--- src/pkg/crpt_defs.svh ---
// register offsets, field positions, reset values and counts for the reset/port/timer block
`ifndef CRPT_DEFS_SVH
`define CRPT_DEFS_SVH
`define OFS_STATUS 8'h00
`define OFS_OPTION 8'h04
`define OFS_TIMER 8'h08
`define OFS_COMMAND 8'h0C
`define OFS_PORT_DATA 8'h10
`define OFS_PORT_DIR 8'h1C
`define OFS_CAUSE 8'h28
`define OFS_PC 8'h2C
`define OFS_INSTR 8'h30
`define ST_IB_HI 6
`define ST_IB_LO 5
`define ST_TO 4
`define ST_PD 3
`define OPT_WDT 6
`define OPT_TCS 5
`define OPT_TSE 4
`define OPT_PRESCALER_ASSIGNMENT 3
`define OPT_PS_HI 2
`define CMD_POWER_DOWN_INSTRUCTION 0
`define CMD_RWT 1
`define DIR_RESET 8'hFF
`define OPT_ONES_MASK 8'hBF
`define PC_RESET 11'h7FF
`define INSTR_NOP 12'h000
`define WDT_TOP 15'h3FFF
`define TMR_DIV_MASK 4'h3
`define WDT_DIV_MASK 4'hF
`define PIN_IDLE 27'h200_0000
`endif

--- src/pkg/crpt_pkg.sv ---
// types shared by the reset, port and timer logic
package crpt_pkg;
  typedef enum logic [2:0] {
    CAUSE_NONE = 3'h0,
    CAUSE_POWER = 3'h1,
    CAUSE_EMU = 3'h2,
    CAUSE_EXT = 3'h3,
    CAUSE_WDT = 3'h4
  } resetCause_e;
endpackage : crpt_pkg

--- src/hw/core_reset_port_timer_control.sv ---
// reset sequencing, I/O port registers and timer/counter with shared prescaler
`timescale 1ns/1ps
`default_nettype none
`include "crpt_defs.svh"
// Behaviour
// (RQ1) reset pin, emulation program pin and watchdog each cause the same reset
// (RQ2) any reset sets every port direction bit to one
// (RQ3) timeout and power-down flags record which source caused the reset
// (RQ4) emulation program reset sets both flags and enables code download
// (RQ5) reset clears watchdog, sets option bits to one except watchdog enable
// (RQ6) program counter loads the reset vector, a parameter defaulting to 0x7FF
// (RQ7) reset clears both instruction bank select bits
// (RQ8) reset clears the fetched instruction word so a no-op runs first
// (RQ9) each port write pulses its own strobe for exactly one clock
// (RQ10) reset leaves port data alone; outputs start at power-up state
// (RQ11) written port value appears right after the edge ending the write
// (RQ12) port input sampled at the edge before the read; write-then-read sees old
// (RQ13) timer count increments once per edge from source or prescaler
// (RQ14) time base is clock divided by four or the timer clock pin
// (RQ15) one prescaler, routed ahead of the timer or after the watchdog
// (RQ16) option bits: watchdog enable, clock select, edge select, assignment
// (RQ17) timer-side rate field 0,1,1 divides by sixteen
// (RQ18) power-down instruction clears power-down flag; watchdog reset clears timeout
// (RQ19) clearing the watchdog also clears the prescaler when assigned to it
// (RQ20) option register is write-only and reads as zero
// (RQ21) timer clock pin is synchronised so each edge gives one count enable
// (RQ22) timer count wraps from its maximum to zero
module core_reset_port_timer_control #(
  parameter logic [10:0] RESET_VECTOR = `PC_RESET,
  parameter logic [14:0] WDT_TOP = `WDT_TOP
) (
  input wire logic clk_sys,
  input wire logic sys_rst,
  input wire logic wb_cyc_i,
  input wire logic wb_stb_i,
  input wire logic wb_we_i,
  input wire logic [7:0] wb_adr_i,
  input wire logic [3:0] wb_sel_i,
  input wire logic [31:0] wb_dat_i,
  output logic [31:0] wb_dat_o,
  output logic wb_ack_o,
  input wire logic extResetPin,
  input wire logic emuRomProgram_n,
  input wire logic timerClockPin,
  input wire logic [23:0] portIn,
  output wire logic [23:0] portOut,
  output wire logic [23:0] portDir,
  output wire logic [2:0] portStrobe,
  output logic coreReset,
  output logic [10:0] programCounter,
  output logic [11:0] instrWord,
  output logic downloadEnable
);
  localparam logic [26:0] PIN_IDLE = `PIN_IDLE;

  function automatic logic hit(input logic [7:0] adr, input logic [7:0] ofs);
    return adr[7:2] == ofs[7:2];
  endfunction : hit

  // ----------------------------------------
  // pin synchronisers
  // ----------------------------------------
  logic [26:0] pinRaw;
  logic [26:0] s1_ff;
  logic [26:0] s2_ff;
  logic [26:0] s3_ff;
  logic [26:0] pinQ_ff;
  logic extQ;
  logic emuOn;
  logic tmrQ;
  logic [23:0] portQ;

  assign pinRaw = {timerClockPin, emuRomProgram_n, extResetPin, portIn};

  // a level counts only once stages two and three agree
  always_ff @(posedge clk_sys) begin
    if (sys_rst) begin
      s1_ff <= PIN_IDLE;
      s2_ff <= PIN_IDLE;
      s3_ff <= PIN_IDLE;
      pinQ_ff <= PIN_IDLE;
    end else begin
      s1_ff <= pinRaw;
      s2_ff <= s1_ff;
      s3_ff <= s2_ff;
      pinQ_ff <= (s3_ff & ~(s2_ff ^ s3_ff)) | (pinQ_ff & (s2_ff ^ s3_ff));
    end
  end

  assign portQ = pinQ_ff[23:0];
  assign extQ = pinQ_ff[24];
  assign emuOn = ~pinQ_ff[25];
  assign tmrQ = pinQ_ff[26];

  // ----------------------------------------
  // bus decode
  // ----------------------------------------
  logic ack_ff;
  logic [31:0] dat_ff;
  logic req;
  logic wr;
  logic cmdPwrdn;
  logic cmdRwt;

  assign req = wb_cyc_i && wb_stb_i && !ack_ff;
  assign wr = req && wb_we_i && wb_sel_i[0];
  assign cmdPwrdn = wr && hit(wb_adr_i, `OFS_COMMAND) && wb_dat_i[`CMD_POWER_DOWN_INSTRUCTION];
  assign cmdRwt = wr && hit(wb_adr_i, `OFS_COMMAND) && wb_dat_i[`CMD_RWT];

  // ----------------------------------------
  // reset sources
  // ----------------------------------------
  logic wdtFire;
  logic anyRst;
  crpt_pkg::resetCause_e nxtCause;
  crpt_pkg::resetCause_e cause_ff;
  logic coreReset_ff;
  logic to_ff;
  logic pd_ff;
  logic download_ff;

  assign anyRst = extQ || emuOn || wdtFire; // see (RQ1)

  always_comb begin
    if (emuOn) begin
      nxtCause = crpt_pkg::CAUSE_EMU;
    end else if (extQ) begin
      nxtCause = crpt_pkg::CAUSE_EXT;
    end else if (wdtFire) begin
      nxtCause = crpt_pkg::CAUSE_WDT;
    end else begin
      nxtCause = crpt_pkg::CAUSE_NONE;
    end
  end

  always_ff @(posedge clk_sys) begin
    coreReset_ff <= sys_rst || anyRst;
  end

  always_ff @(posedge clk_sys) begin
    if (sys_rst) begin
      to_ff <= 1'b1;
      pd_ff <= 1'b1;
      cause_ff <= crpt_pkg::CAUSE_POWER;
    end else if (anyRst) begin
      cause_ff <= nxtCause;
      case (nxtCause) // see (RQ3)
        crpt_pkg::CAUSE_EMU: begin
          to_ff <= 1'b1; // see (RQ4)
          pd_ff <= 1'b1;
        end
        crpt_pkg::CAUSE_EXT: begin
          to_ff <= 1'b1;
        end
        crpt_pkg::CAUSE_WDT: begin
          to_ff <= 1'b0; // see (RQ18)
        end
        default: begin
          to_ff <= to_ff;
        end
      endcase
    end else if (cmdPwrdn) begin
      to_ff <= 1'b1;
      pd_ff <= 1'b0; // see (RQ18)
    end else if (cmdRwt) begin
      to_ff <= 1'b1;
      pd_ff <= 1'b1;
    end
  end

  // download stays enabled while the program pin holds the core in reset
  always_ff @(posedge clk_sys) begin
    download_ff <= !sys_rst && emuOn; // see (RQ4)
  end

  // ----------------------------------------
  // status, option, counter and pipeline
  // ----------------------------------------
  logic [1:0] bank_ff;
  logic [7:0] opt_ff;
  logic [10:0] pc_ff;
  logic [11:0] instr_ff;

  always_ff @(posedge clk_sys) begin
    if (sys_rst || anyRst) begin
      bank_ff <= 2'h0; // see (RQ7)
    end else if (wr && hit(wb_adr_i, `OFS_STATUS)) begin
      bank_ff <= wb_dat_i[`ST_IB_HI:`ST_IB_LO];
    end
  end

  // enable bit starts low at power-up, then survives every other reset
  always_ff @(posedge clk_sys) begin
    if (sys_rst) begin
      opt_ff <= `OPT_ONES_MASK;
    end else if (anyRst) begin
      opt_ff <= opt_ff | `OPT_ONES_MASK; // see (RQ5)
    end else if (wr && hit(wb_adr_i, `OFS_OPTION)) begin
      opt_ff <= wb_dat_i[7:0];
    end
  end

  always_ff @(posedge clk_sys) begin
    if (sys_rst || anyRst) begin
      pc_ff <= RESET_VECTOR; // see (RQ6)
      instr_ff <= `INSTR_NOP; // see (RQ8)
    end
  end

  // ----------------------------------------
  // time base, watchdog and prescaler
  // ----------------------------------------
  logic [3:0] divCnt_ff;
  logic [14:0] wdtCnt_ff;
  logic tmrPrev_ff;
  logic [7:0] count_ff;
  logic tick4;
  logic tick16;
  logic wdtEn;
  logic toWatchdog;
  logic wdtOver;
  logic extEdge;
  logic srcTick;
  logic psIn;
  logic psOut;
  logic timerTick;
  logic timerWr;

  assign tick4 = (divCnt_ff & `TMR_DIV_MASK) == `TMR_DIV_MASK;
  assign tick16 = (divCnt_ff & `WDT_DIV_MASK) == `WDT_DIV_MASK;
  assign wdtEn = opt_ff[`OPT_WDT]; // see (RQ16)
  assign toWatchdog = opt_ff[`OPT_PRESCALER_ASSIGNMENT]; // see (RQ16)
  assign wdtOver = tick16 && wdtEn && (wdtCnt_ff == WDT_TOP);
  assign extEdge = opt_ff[`OPT_TSE] ? (tmrQ && !tmrPrev_ff) : (!tmrQ && tmrPrev_ff); // see (RQ21)
  assign srcTick = opt_ff[`OPT_TCS] ? extEdge : tick4; // see (RQ14)
  assign psIn = toWatchdog ? wdtOver : srcTick; // see (RQ15)
  assign wdtFire = toWatchdog ? psOut : wdtOver;
  assign timerTick = toWatchdog ? srcTick : psOut; // see (RQ15)
  assign timerWr = wr && hit(wb_adr_i, `OFS_TIMER);

  always_ff @(posedge clk_sys) begin
    if (sys_rst) begin
      divCnt_ff <= 4'h0;
      tmrPrev_ff <= 1'b0;
    end else begin
      divCnt_ff <= divCnt_ff + 4'h1;
      tmrPrev_ff <= tmrQ;
    end
  end

  always_ff @(posedge clk_sys) begin
    if (sys_rst || anyRst || cmdRwt) begin
      wdtCnt_ff <= 15'h0000; // see (RQ5)
    end else if (wdtOver) begin
      wdtCnt_ff <= 15'h0000; // see (RQ15)
    end else if (tick16 && wdtEn) begin
      wdtCnt_ff <= wdtCnt_ff + 15'h0001;
    end
  end

  prescale_unit u_prescale (
    .clk(clk_sys),
    .rst(sys_rst),
    .clear(anyRst || (cmdRwt && toWatchdog)), // see (RQ19)
    .tickIn(psIn),
    .forTimer(!toWatchdog),
    .rate(opt_ff[`OPT_PS_HI:0]),
    .tickOut(psOut)
  );

  // a software load beats a count arriving in the same cycle
  always_ff @(posedge clk_sys) begin
    if (sys_rst) begin
      count_ff <= 8'h00;
    end else if (timerWr) begin
      count_ff <= wb_dat_i[7:0];
    end else if (timerTick) begin
      count_ff <= count_ff + 8'h01; // see (RQ13) (RQ22)
    end
  end

  // ----------------------------------------
  // port registers
  // ----------------------------------------
  for (genvar p = 0; p < 3; p++) begin : g_port
    localparam logic [7:0] DATA_OFS = 8'(`OFS_PORT_DATA + 8'(4 * p));
    localparam logic [7:0] DIR_OFS = 8'(`OFS_PORT_DIR + 8'(4 * p));
    logic [7:0] out_ff = 8'h00;
    logic [7:0] dir_ff;
    logic stb_ff;

    // no reset: data keeps its current value through every reset
    always_ff @(posedge clk_sys) begin
      if (wr && hit(wb_adr_i, DATA_OFS)) begin
        out_ff <= wb_dat_i[7:0]; // see (RQ10) (RQ11)
      end
    end

    always_ff @(posedge clk_sys) begin
      stb_ff <= !sys_rst && wr && hit(wb_adr_i, DATA_OFS); // see (RQ9)
    end

    always_ff @(posedge clk_sys) begin
      if (sys_rst || anyRst) begin
        dir_ff <= `DIR_RESET; // see (RQ2)
      end else if (wr && hit(wb_adr_i, DIR_OFS)) begin
        dir_ff <= wb_dat_i[7:0];
      end
    end

    assign portOut[p*8 +: 8] = out_ff;
    assign portDir[p*8 +: 8] = dir_ff;
    assign portStrobe[p] = stb_ff;
  end

  // ----------------------------------------
  // read path and acknowledge
  // ----------------------------------------
  logic [31:0] rd;

  always_comb begin
    rd = 32'h0000_0000;
    if (hit(wb_adr_i, `OFS_STATUS)) begin
      rd[7:0] = {1'b0, bank_ff, to_ff, pd_ff, 3'h0};
    end else if (hit(wb_adr_i, `OFS_TIMER)) begin
      rd[7:0] = count_ff;
    end else if (hit(wb_adr_i, `OFS_CAUSE)) begin
      rd[2:0] = cause_ff;
    end else if (hit(wb_adr_i, `OFS_PC)) begin
      rd[10:0] = pc_ff;
    end else if (hit(wb_adr_i, `OFS_INSTR)) begin
      rd[11:0] = instr_ff;
    end
    for (int p = 0; p < 3; p++) begin
      if (hit(wb_adr_i, 8'(`OFS_PORT_DATA + 8'(4 * p)))) begin
        rd[7:0] = portQ[p*8 +: 8]; // see (RQ12)
      end
      if (hit(wb_adr_i, 8'(`OFS_PORT_DIR + 8'(4 * p)))) begin
        rd[7:0] = portDir[p*8 +: 8];
      end
    end
  end

  // option register has no read path at all
  always_ff @(posedge clk_sys) begin
    if (sys_rst) begin
      ack_ff <= 1'b0;
      dat_ff <= 32'h0000_0000;
    end else begin
      ack_ff <= req;
      if (req && !wb_we_i) begin
        dat_ff <= rd; // see (RQ20)
      end
    end
  end

  assign wb_ack_o = ack_ff;
  assign wb_dat_o = dat_ff;
  assign coreReset = coreReset_ff;
  assign programCounter = pc_ff;
  assign instrWord = instr_ff;
  assign downloadEnable = download_ff;
endmodule : core_reset_port_timer_control
`default_nettype wire

--- src/hw/prescale_unit.sv ---
// shared 8-bit prescale counter for timer or watchdog
`timescale 1ns/1ps
`default_nettype none
module prescale_unit (
  input wire logic clk,
  input wire logic rst,
  input wire logic clear,
  input wire logic tickIn,
  input wire logic forTimer,
  input wire logic [2:0] rate,
  output logic tickOut
);
  logic [7:0] count_ff;
  logic [3:0] stages;
  logic [7:0] mask;

  // timer side divides by 2^(rate+1), watchdog side by 2^rate
  always_comb begin
    stages = {1'b0, rate} + {3'h0, forTimer};
    mask = 8'((9'h001 << stages) - 9'h001);
    tickOut = tickIn && ((count_ff & mask) == mask);
  end

  always_ff @(posedge clk) begin
    if (rst || clear) begin
      count_ff <= 8'h00;
    end else if (tickIn) begin
      count_ff <= count_ff + 8'h01;
    end
  end
endmodule : prescale_unit
`default_nettype wire

--- config.mk ---
export PLATFORM = sky130hd
export DESIGN_NAME = core_reset_port_timer_control
export DESIGN_NICKNAME = d
export VERILOG_FILES = /design/src/pkg/crpt_pkg.sv /design/src/hw/core_reset_port_timer_control.sv /design/src/hw/prescale_unit.sv
export VERILOG_INCLUDE_DIRS = /design/src /design/src/pkg
export SDC_FILE = /design/constraint.sdc
export NUM_CORES = 1
export LEC_CHECK = 0
export BUFFER_PORTS_ARGS = -buffer_cell sky130_fd_sc_hd__buf_4
export CAP_MARGIN = 40
export CELL_PAD_IN_SITES_DETAIL_PLACEMENT = 0
export CELL_PAD_IN_SITES_GLOBAL_PLACEMENT = 1
export CORE_ASPECT_RATIO = 0.75
export CORE_MARGIN = 2
export CORE_UTILIZATION = 37
export DETAILED_ROUTE_END_ITERATION = 8
export PLACE_DENSITY_LB_ADDON = 0.1
export SLEW_MARGIN = 20
export SYNTH_ARGS = -nofsm -noshare
export SYNTH_HDL_FRONTEND = slang
export SYNTH_SLANG_ARGS = --single-unit
--- constraint.sdc ---
create_clock -name clk_sys -period 3.55 [get_ports clk_sys]
set_clock_uncertainty 0.05 [all_clocks]
set_input_delay 0 -clock clk_sys [delete_from_list [all_inputs] [get_ports clk_sys]]
set_output_delay 0 -clock clk_sys [all_outputs]
set_load 0.05 [all_outputs]
# After elaboration in Yosys (flattened, before gate mapping)
# Cells that the tools add are included.
# word_totals
ff_bits,224
word_cells,142
# classes
add_sub_neg,6
n_eq_ne,20
n_shift,1
n_mux,30
bitwise_logic,8
reduce_logical,49
# ops
operator,n
two-way mux 8 bit,11
AND 27 bit,2
logical AND 1 bit,28
NOT 27 bit,1
bitwise OR 27 bit,1
XOR 27 bit,1
== test 6 x 3 -> 1 bit (second input constant),4
== test 6 x 4 -> 1 bit (second input constant),4
adder 8 x 1 -> 8 bit (second input constant),2
adder 15 x 1 -> 15 bit (second input constant),1
== test 15 x 14 -> 1 bit (second input constant),1
two-way mux 3 bit,5
== test 6 x 2 -> 1 bit (second input constant),2
two-way mux 1 bit,11
two-way mux 11 bit,1
AND 8 bit,1
== test 8 bit,1
left shift 1 x 4 -> 8 bit (first input constant),1
subtractor 8 x 1 -> 8 bit (second input constant),1
== test 3 x 2 -> 1 bit (second input constant),2
== test 6 x 1 -> 1 bit (second input constant),1
logical NOT 1 bit,6
logical NOT 6 bit,1
logical OR 1 bit,6
other kinds (14),19

# Depth between registers and ports, before layout
# depth
ltp_word,15
depth_mapped,17
depth_no_buf,15

# Modules after synthesis
# Synthesis repeated with hierarchy kept, for this count alone.
# hier_totals
cells_unflattened,932
area_unflattened_um2,8888.5
# modules_own_cells
mod,instances,cells_per_inst,area_each_um2
core_reset_port_timer_control,1,831,8150.3
prescale_unit,1,101,738.2

# Worst setup path before layout
# OpenSTA, ideal clock, no wires.
# synth_timing
kind,reg2reg
startpoint,register opt_ff[3]
endpoint,register count_ff[7]
setup_time_ns,0.091
arrival_time_ns,3.334
required_time_ns,3.409
slack_ns,0.075
path_stages_with_launch,16
period_less_slack_ns,3.475
path_cell_list,dfxtp_1 inv_1 ha_1 ha_1 buf_2 xor2_1 o22ai_2 nand2_1 ha_1 o21ai_0 a31oi_1 nand3_1 or4_4 o21a_1 or4_1 a311oi_1
# synth_between
elab_chain_len,9
elab_cells_between_ends,10
cone_classes,2 x add/sub; 1 x eq/ne; 1 x shift; 2 x mux; 1 x bitwise; 3 x reduce/logical
# synth_lines
item,line,text
start: declaration,core_reset_port_timer_control.sv:180,logic [7:0] opt_ff;
start signal: assignment,core_reset_port_timer_control.sv:195,opt_ff <= `OPT_ONES_MASK;
start signal: assignment,core_reset_port_timer_control.sv:197,opt_ff <= opt_ff | `OPT_ONES_MASK;
start signal: assignment,core_reset_port_timer_control.sv:199,opt_ff <= wb_dat_i[7:0];
logical NOT 1 bit,core_reset_port_timer_control.sv:266,".forTimer(!toWatchdog),"
adder 3 x 1 -> 4 bit,prescale_unit.sv:19,"stages = {1'b0, rate} + {3'h0, forTimer};"
left shift 1 x 4 -> 8 bit,prescale_unit.sv:20,mask = 8'((9'h001 << stages) - 9'h001);
subtractor 8 x 1 -> 8 bit,prescale_unit.sv:20,
AND 8 bit,prescale_unit.sv:21,tickOut = tickIn && ((count_ff & mask) == mask);
== test 8 bit,prescale_unit.sv:21,
logical AND 1 bit,prescale_unit.sv:21,
two-way mux 1 bit *,core_reset_port_timer_control.sv:238,assign timerTick = toWatchdog ? srcTick : psOut;
nonzero test 2 bit (no source line) *,--,
end signal: assignment,core_reset_port_timer_control.sv:276,count_ff <= wb_dat_i[7:0];
end signal: assignment,core_reset_port_timer_control.sv:278,count_ff <= count_ff + 8'h01;
end: declaration,core_reset_port_timer_control.sv:216,logic [7:0] count_ff;
# Every way passes the cells marked *; elsewhere a longest branch is shown, timed or not.
# A chain may end at the register's enable or synchronous reset.

# Worst setup path in the final report
# Same ends and word-level chain as after synthesis.

==> metrics.md <==
| Metric | Value |
|---|---|
| Lkg Pwr | `4.38 nW` |
| Worst rel slew slack | `0.454` |
| Dominant synthesized flop cell | `dfxtp_1` |
| FMAX | `290 MHz` |
| Final Hold Fails | `0` |
| Post-synth EDFFs | `24` |
| Worst min-delay path category | `input pin to register` |
| Die X | `around 180 um` |
| Fin crit share | `0.971` |
| Area growth syn-to-layout | `27.6%` |
| Pwr dens | `468 nW/um2` |
| Initial antenna violation count | `1` |
| Met1 Resource Use GR | `0.279` |
| Register area share after synthesis | `0.535` |
| Critical Path Sink Type | `register` |
| Outcome | `complete, no violations` |
| Setup TNS | `0 ns` |
| NetSw | `1.20 mW` |
| #FFs+latches synth | `roughly 220` |
| Post-synth top area share | `0.452` |
| DR iter-0 viols | `around 580` |
| Rows | `between 40 and 50` |
| Required @ worst endpoint | `~4 ns` |
| DRC Markers | `0` |
| Layout Cells excl Fill | `1419` |
| Fin nets | `between 1000 and 1500` |
| Fillers | `between 2000 and 2500` |
| CP peak stage delay | `0.51 ns` |
| Grt ovf | `0` |
| DR WL/cell | `16.1 um` |
| Final ANT Viol Nets | `0` |
| Final Max Slew Viols | `0` |
| First-pass GRT wire length | `roughly 35 mm` |
| Largest net degree at the start of global routing | `77` |
| Pre-Repair DR Iteration Count | `7` |
| Startpoint types | `register` |
| Worst Tran Pin Value | `about 0.8 ns` |
| DR vias | `6872` |
| I/O Buffers | `111` |
| Asr flop ratio synth | `0` |
| Clk_lat worst skew | `approximately 0.50 ns` |
| Distinct cells, synth | `64` |
| WL final | `between 20 and 25 mm` |
| Final min period | `3.45 ns` |
| Core area | `roughly 23000 um2` |
| Total power | `5.21 mW` |
| Die ar. | `roughly 25000 um2` |
| Top cells by area, synth | `dfxtp_1 (45%), edfxtp_1 (8.3%), nor2b_1 (6.2%), nand2_1 (5.3%), buf_4 (4.2%)` |
| M2 GR Usage | `0.248` |
| CP max-delay cell | `or4_4` |
| Sequential Area | `about 4700 um2` |
| # IOs | `185` |
| Ys Warns | `0` |
| Mean Syn Cell Area | `roughly 9.4 um2` |
| Largest delay share family, worst path | `simple AND/OR/NAND/NOR gates` |
| Seq pwr share | `0.497` |
| CTS root buf | `clkbuf_16` |
| CP max FO | `5` |
| Most Crowded Layer GR | `met1` |
| Area occupied by multi-input gates | `between 3000 and 4000 um2` |
| Vias per std cell | `between 4 and 5` |
| Crit path arrival time | `roughly 3.8 ns` |
| Number of CTS-inserted buffers | `23` |
| Final setup fails | `0` |
| Hpwl dp | `around 16 mm` |
| CTS tree | `yes` |
| Syn Inst Count | `slightly above 900` |
| Crit-path cells | `inv_2 -> ha_4 -> ha_4 -> or2_4 -> o22ai_4 -> nand2_1 -> ha_1 -> nor2_1 -> a31oi_1 -> nand3_1 -> or4_4 -> o21a_4 -> or4_4 -> a311oi_2` |
| Vias in the first global route | `6134` |
| Buf/Inv on CP | `1` |
| Worst ir drop on vdd | `0.000298 V` |
| Routability congestion estimate from global placement | `around 0.87` |
| Biggest area consumer among synthesized cells | `dfxtp_1` |
| Sinks on Clock Net | `221` |
| Mapped Area | `between 8000 and 9000 um2` |
| P_int | `4.01 mW` |
| Die height | `approximately 140 um` |
| CTS clk-pin slew, worst paths | `roughly 0.06 ns` |
| Max-Cap Viols | `0` |
| Clock Tree Buf Depth | `3` |
| Overall Global Routing Usage | `0.181` |
| Comb pwr share | `0.067` |
| Crit Path Class | `register to register` |
| Layout cells sized above 1 | `0.187` |
| Switching Fraction | `0.231` |
| Clock power share | `0.436` |
| RSZ-0062 raised after global routing | `true` |
| Starting Density | `0.378` |
| Hold slack | `between 0.03 and 0.04 ns` |
| CTS H-tree depth | `1` |
| Met3 Use GR | `0.0455` |
| Dpl cells | `1321` |
worst min-delay path: stages:
cell     delay (ns)
buf_4          0.09
nor3_1         0.06
and2_1         0.17
nand2_1        0.15
nor3_1         0.06
power by group through the flow:
stage / Clock [mW] / Combinational, mW / Sequential [mW]
floorplan: 0 / 0.230 / 2.65
global placement: 0 / 0.305 / 2.64
detailed placement: 0 / 0.305 / 2.64
CTS: 2.34 / 0.349 / 2.59
global route: 2.45 / 0.373 / 2.59
finish: 2.27 / 0.350 / 2.59
cell usage after synthesis, types with 4 or more instances:
library cell  count
ha_1              8
and3_1            9
a22o_1            7
buf_4            49
a221oi_1          4
o31ai_1           4
nor2b_1          86
a211oi_1          6
nand3_1          46
and2_1            4
o211ai_1          4
edfxtp_1         24
nand2_1         124
a21oi_1          44
nand2b_1         12
a22oi_1          11
nand4_1           4
o21ai_0          46
nor3_1            9
xor2_1           15
nor2_1           67
buf_2             5
inv_1             8
xnor2_1           9
or3_1             9
dfxtp_1         197
or2_2             7
mux2i_1          10
and4_1            5
o21a_1            4
clkbuf_1         31
nor3b_1           5
a311oi_1          8
area by class of cell:
class	instances	area share
antenna	1	0.000225
clock buffer	36	0.0615
clock inverter	5	0.00292
inverter	8	0.00270
multi-input combinational	655	0.338
sequential	221	0.419
tap	300	0.0337
timing repair buffer	193	0.142
metrics by stage:
| stage | area (um2) | worst slack (ns) | util |
|---|---|---|---|
| floorplan | 8880 | 0.0753 | - |
| global placement | 9790 | -0.00905 | 0.424 |
| detailed placement | 9790 | -0.107 | 0.424 |
| CTS | 11000 | 0.0132 | 0.478 |
| global route | 11100 | -0.0614 | 0.483 |
| finish | 11100 | 0.102 | 0.483 |
layout by cell type, fill, tap and decap left out, drive strengths merged, types with 6 or more instances in the layout:
master         n
conb          44
a311oi         8
xor2          15
a21oi         44
nor2          67
mux2i         10
or3            9
clkbuf        36
a211oi         6
a22o           7
ha             8
dfxtp        197
nand3         46
nor2b         86
inv            9
xnor2          9
nand2b        12
o21ai         47
edfxtp        24
buf          144
a22oi         11
or2            9
and3           9
dlygate4sd3   49
nor3           9
nand2        124
path summary, 6_finish.rpt:
path	end	from	cells after the start	slack, ns
max	count_ff[7]	opt_ff[3]	14	0.10
min	g_port[1].stb_ff	wb_adr_i[6]	5	0.04
max reg2reg	count_ff[7]	opt_ff[3]	14	0.10
min reg2reg	s2_ff[25]	s1_ff[25]	1	0.36
per-layer routing:
metal / share of wire / wire (um)
met3: 0.072 / 1650
met1: 0.53 / 12000
met4: 0.018 / 412
met2: 0.38 / 8760
met5: 0 / 0
what timing repair did:
action | CTS | global route
pin swaps | 3 | 17
setup buffers | 1 | 3
endpoints found under the setup margin | 5 | 49
gates resized for setup | 4 | 18
cloned | 0 | 1
hold buffers | 49 | 0
hold endpoints to repair | 120 | 0
cells by family (layout without fill, tap and decap cells):
kind of cell             Yosys count  in the layout  synth area share
adder cells (fa/ha/maj)            8              8            0.0115
flip-flops                       221            221             0.535
other                              2             45          0.000861
XOR/XNOR                          24             24            0.0241
AO/OA/AOI/OAI                    166            167             0.123
buffers and inverters             95            242            0.0635
AND/OR/NAND/NOR                  401            401             0.230
multiplexers                      11             11            0.0128
Note: power is estimated with default switching activity, not from simulation.
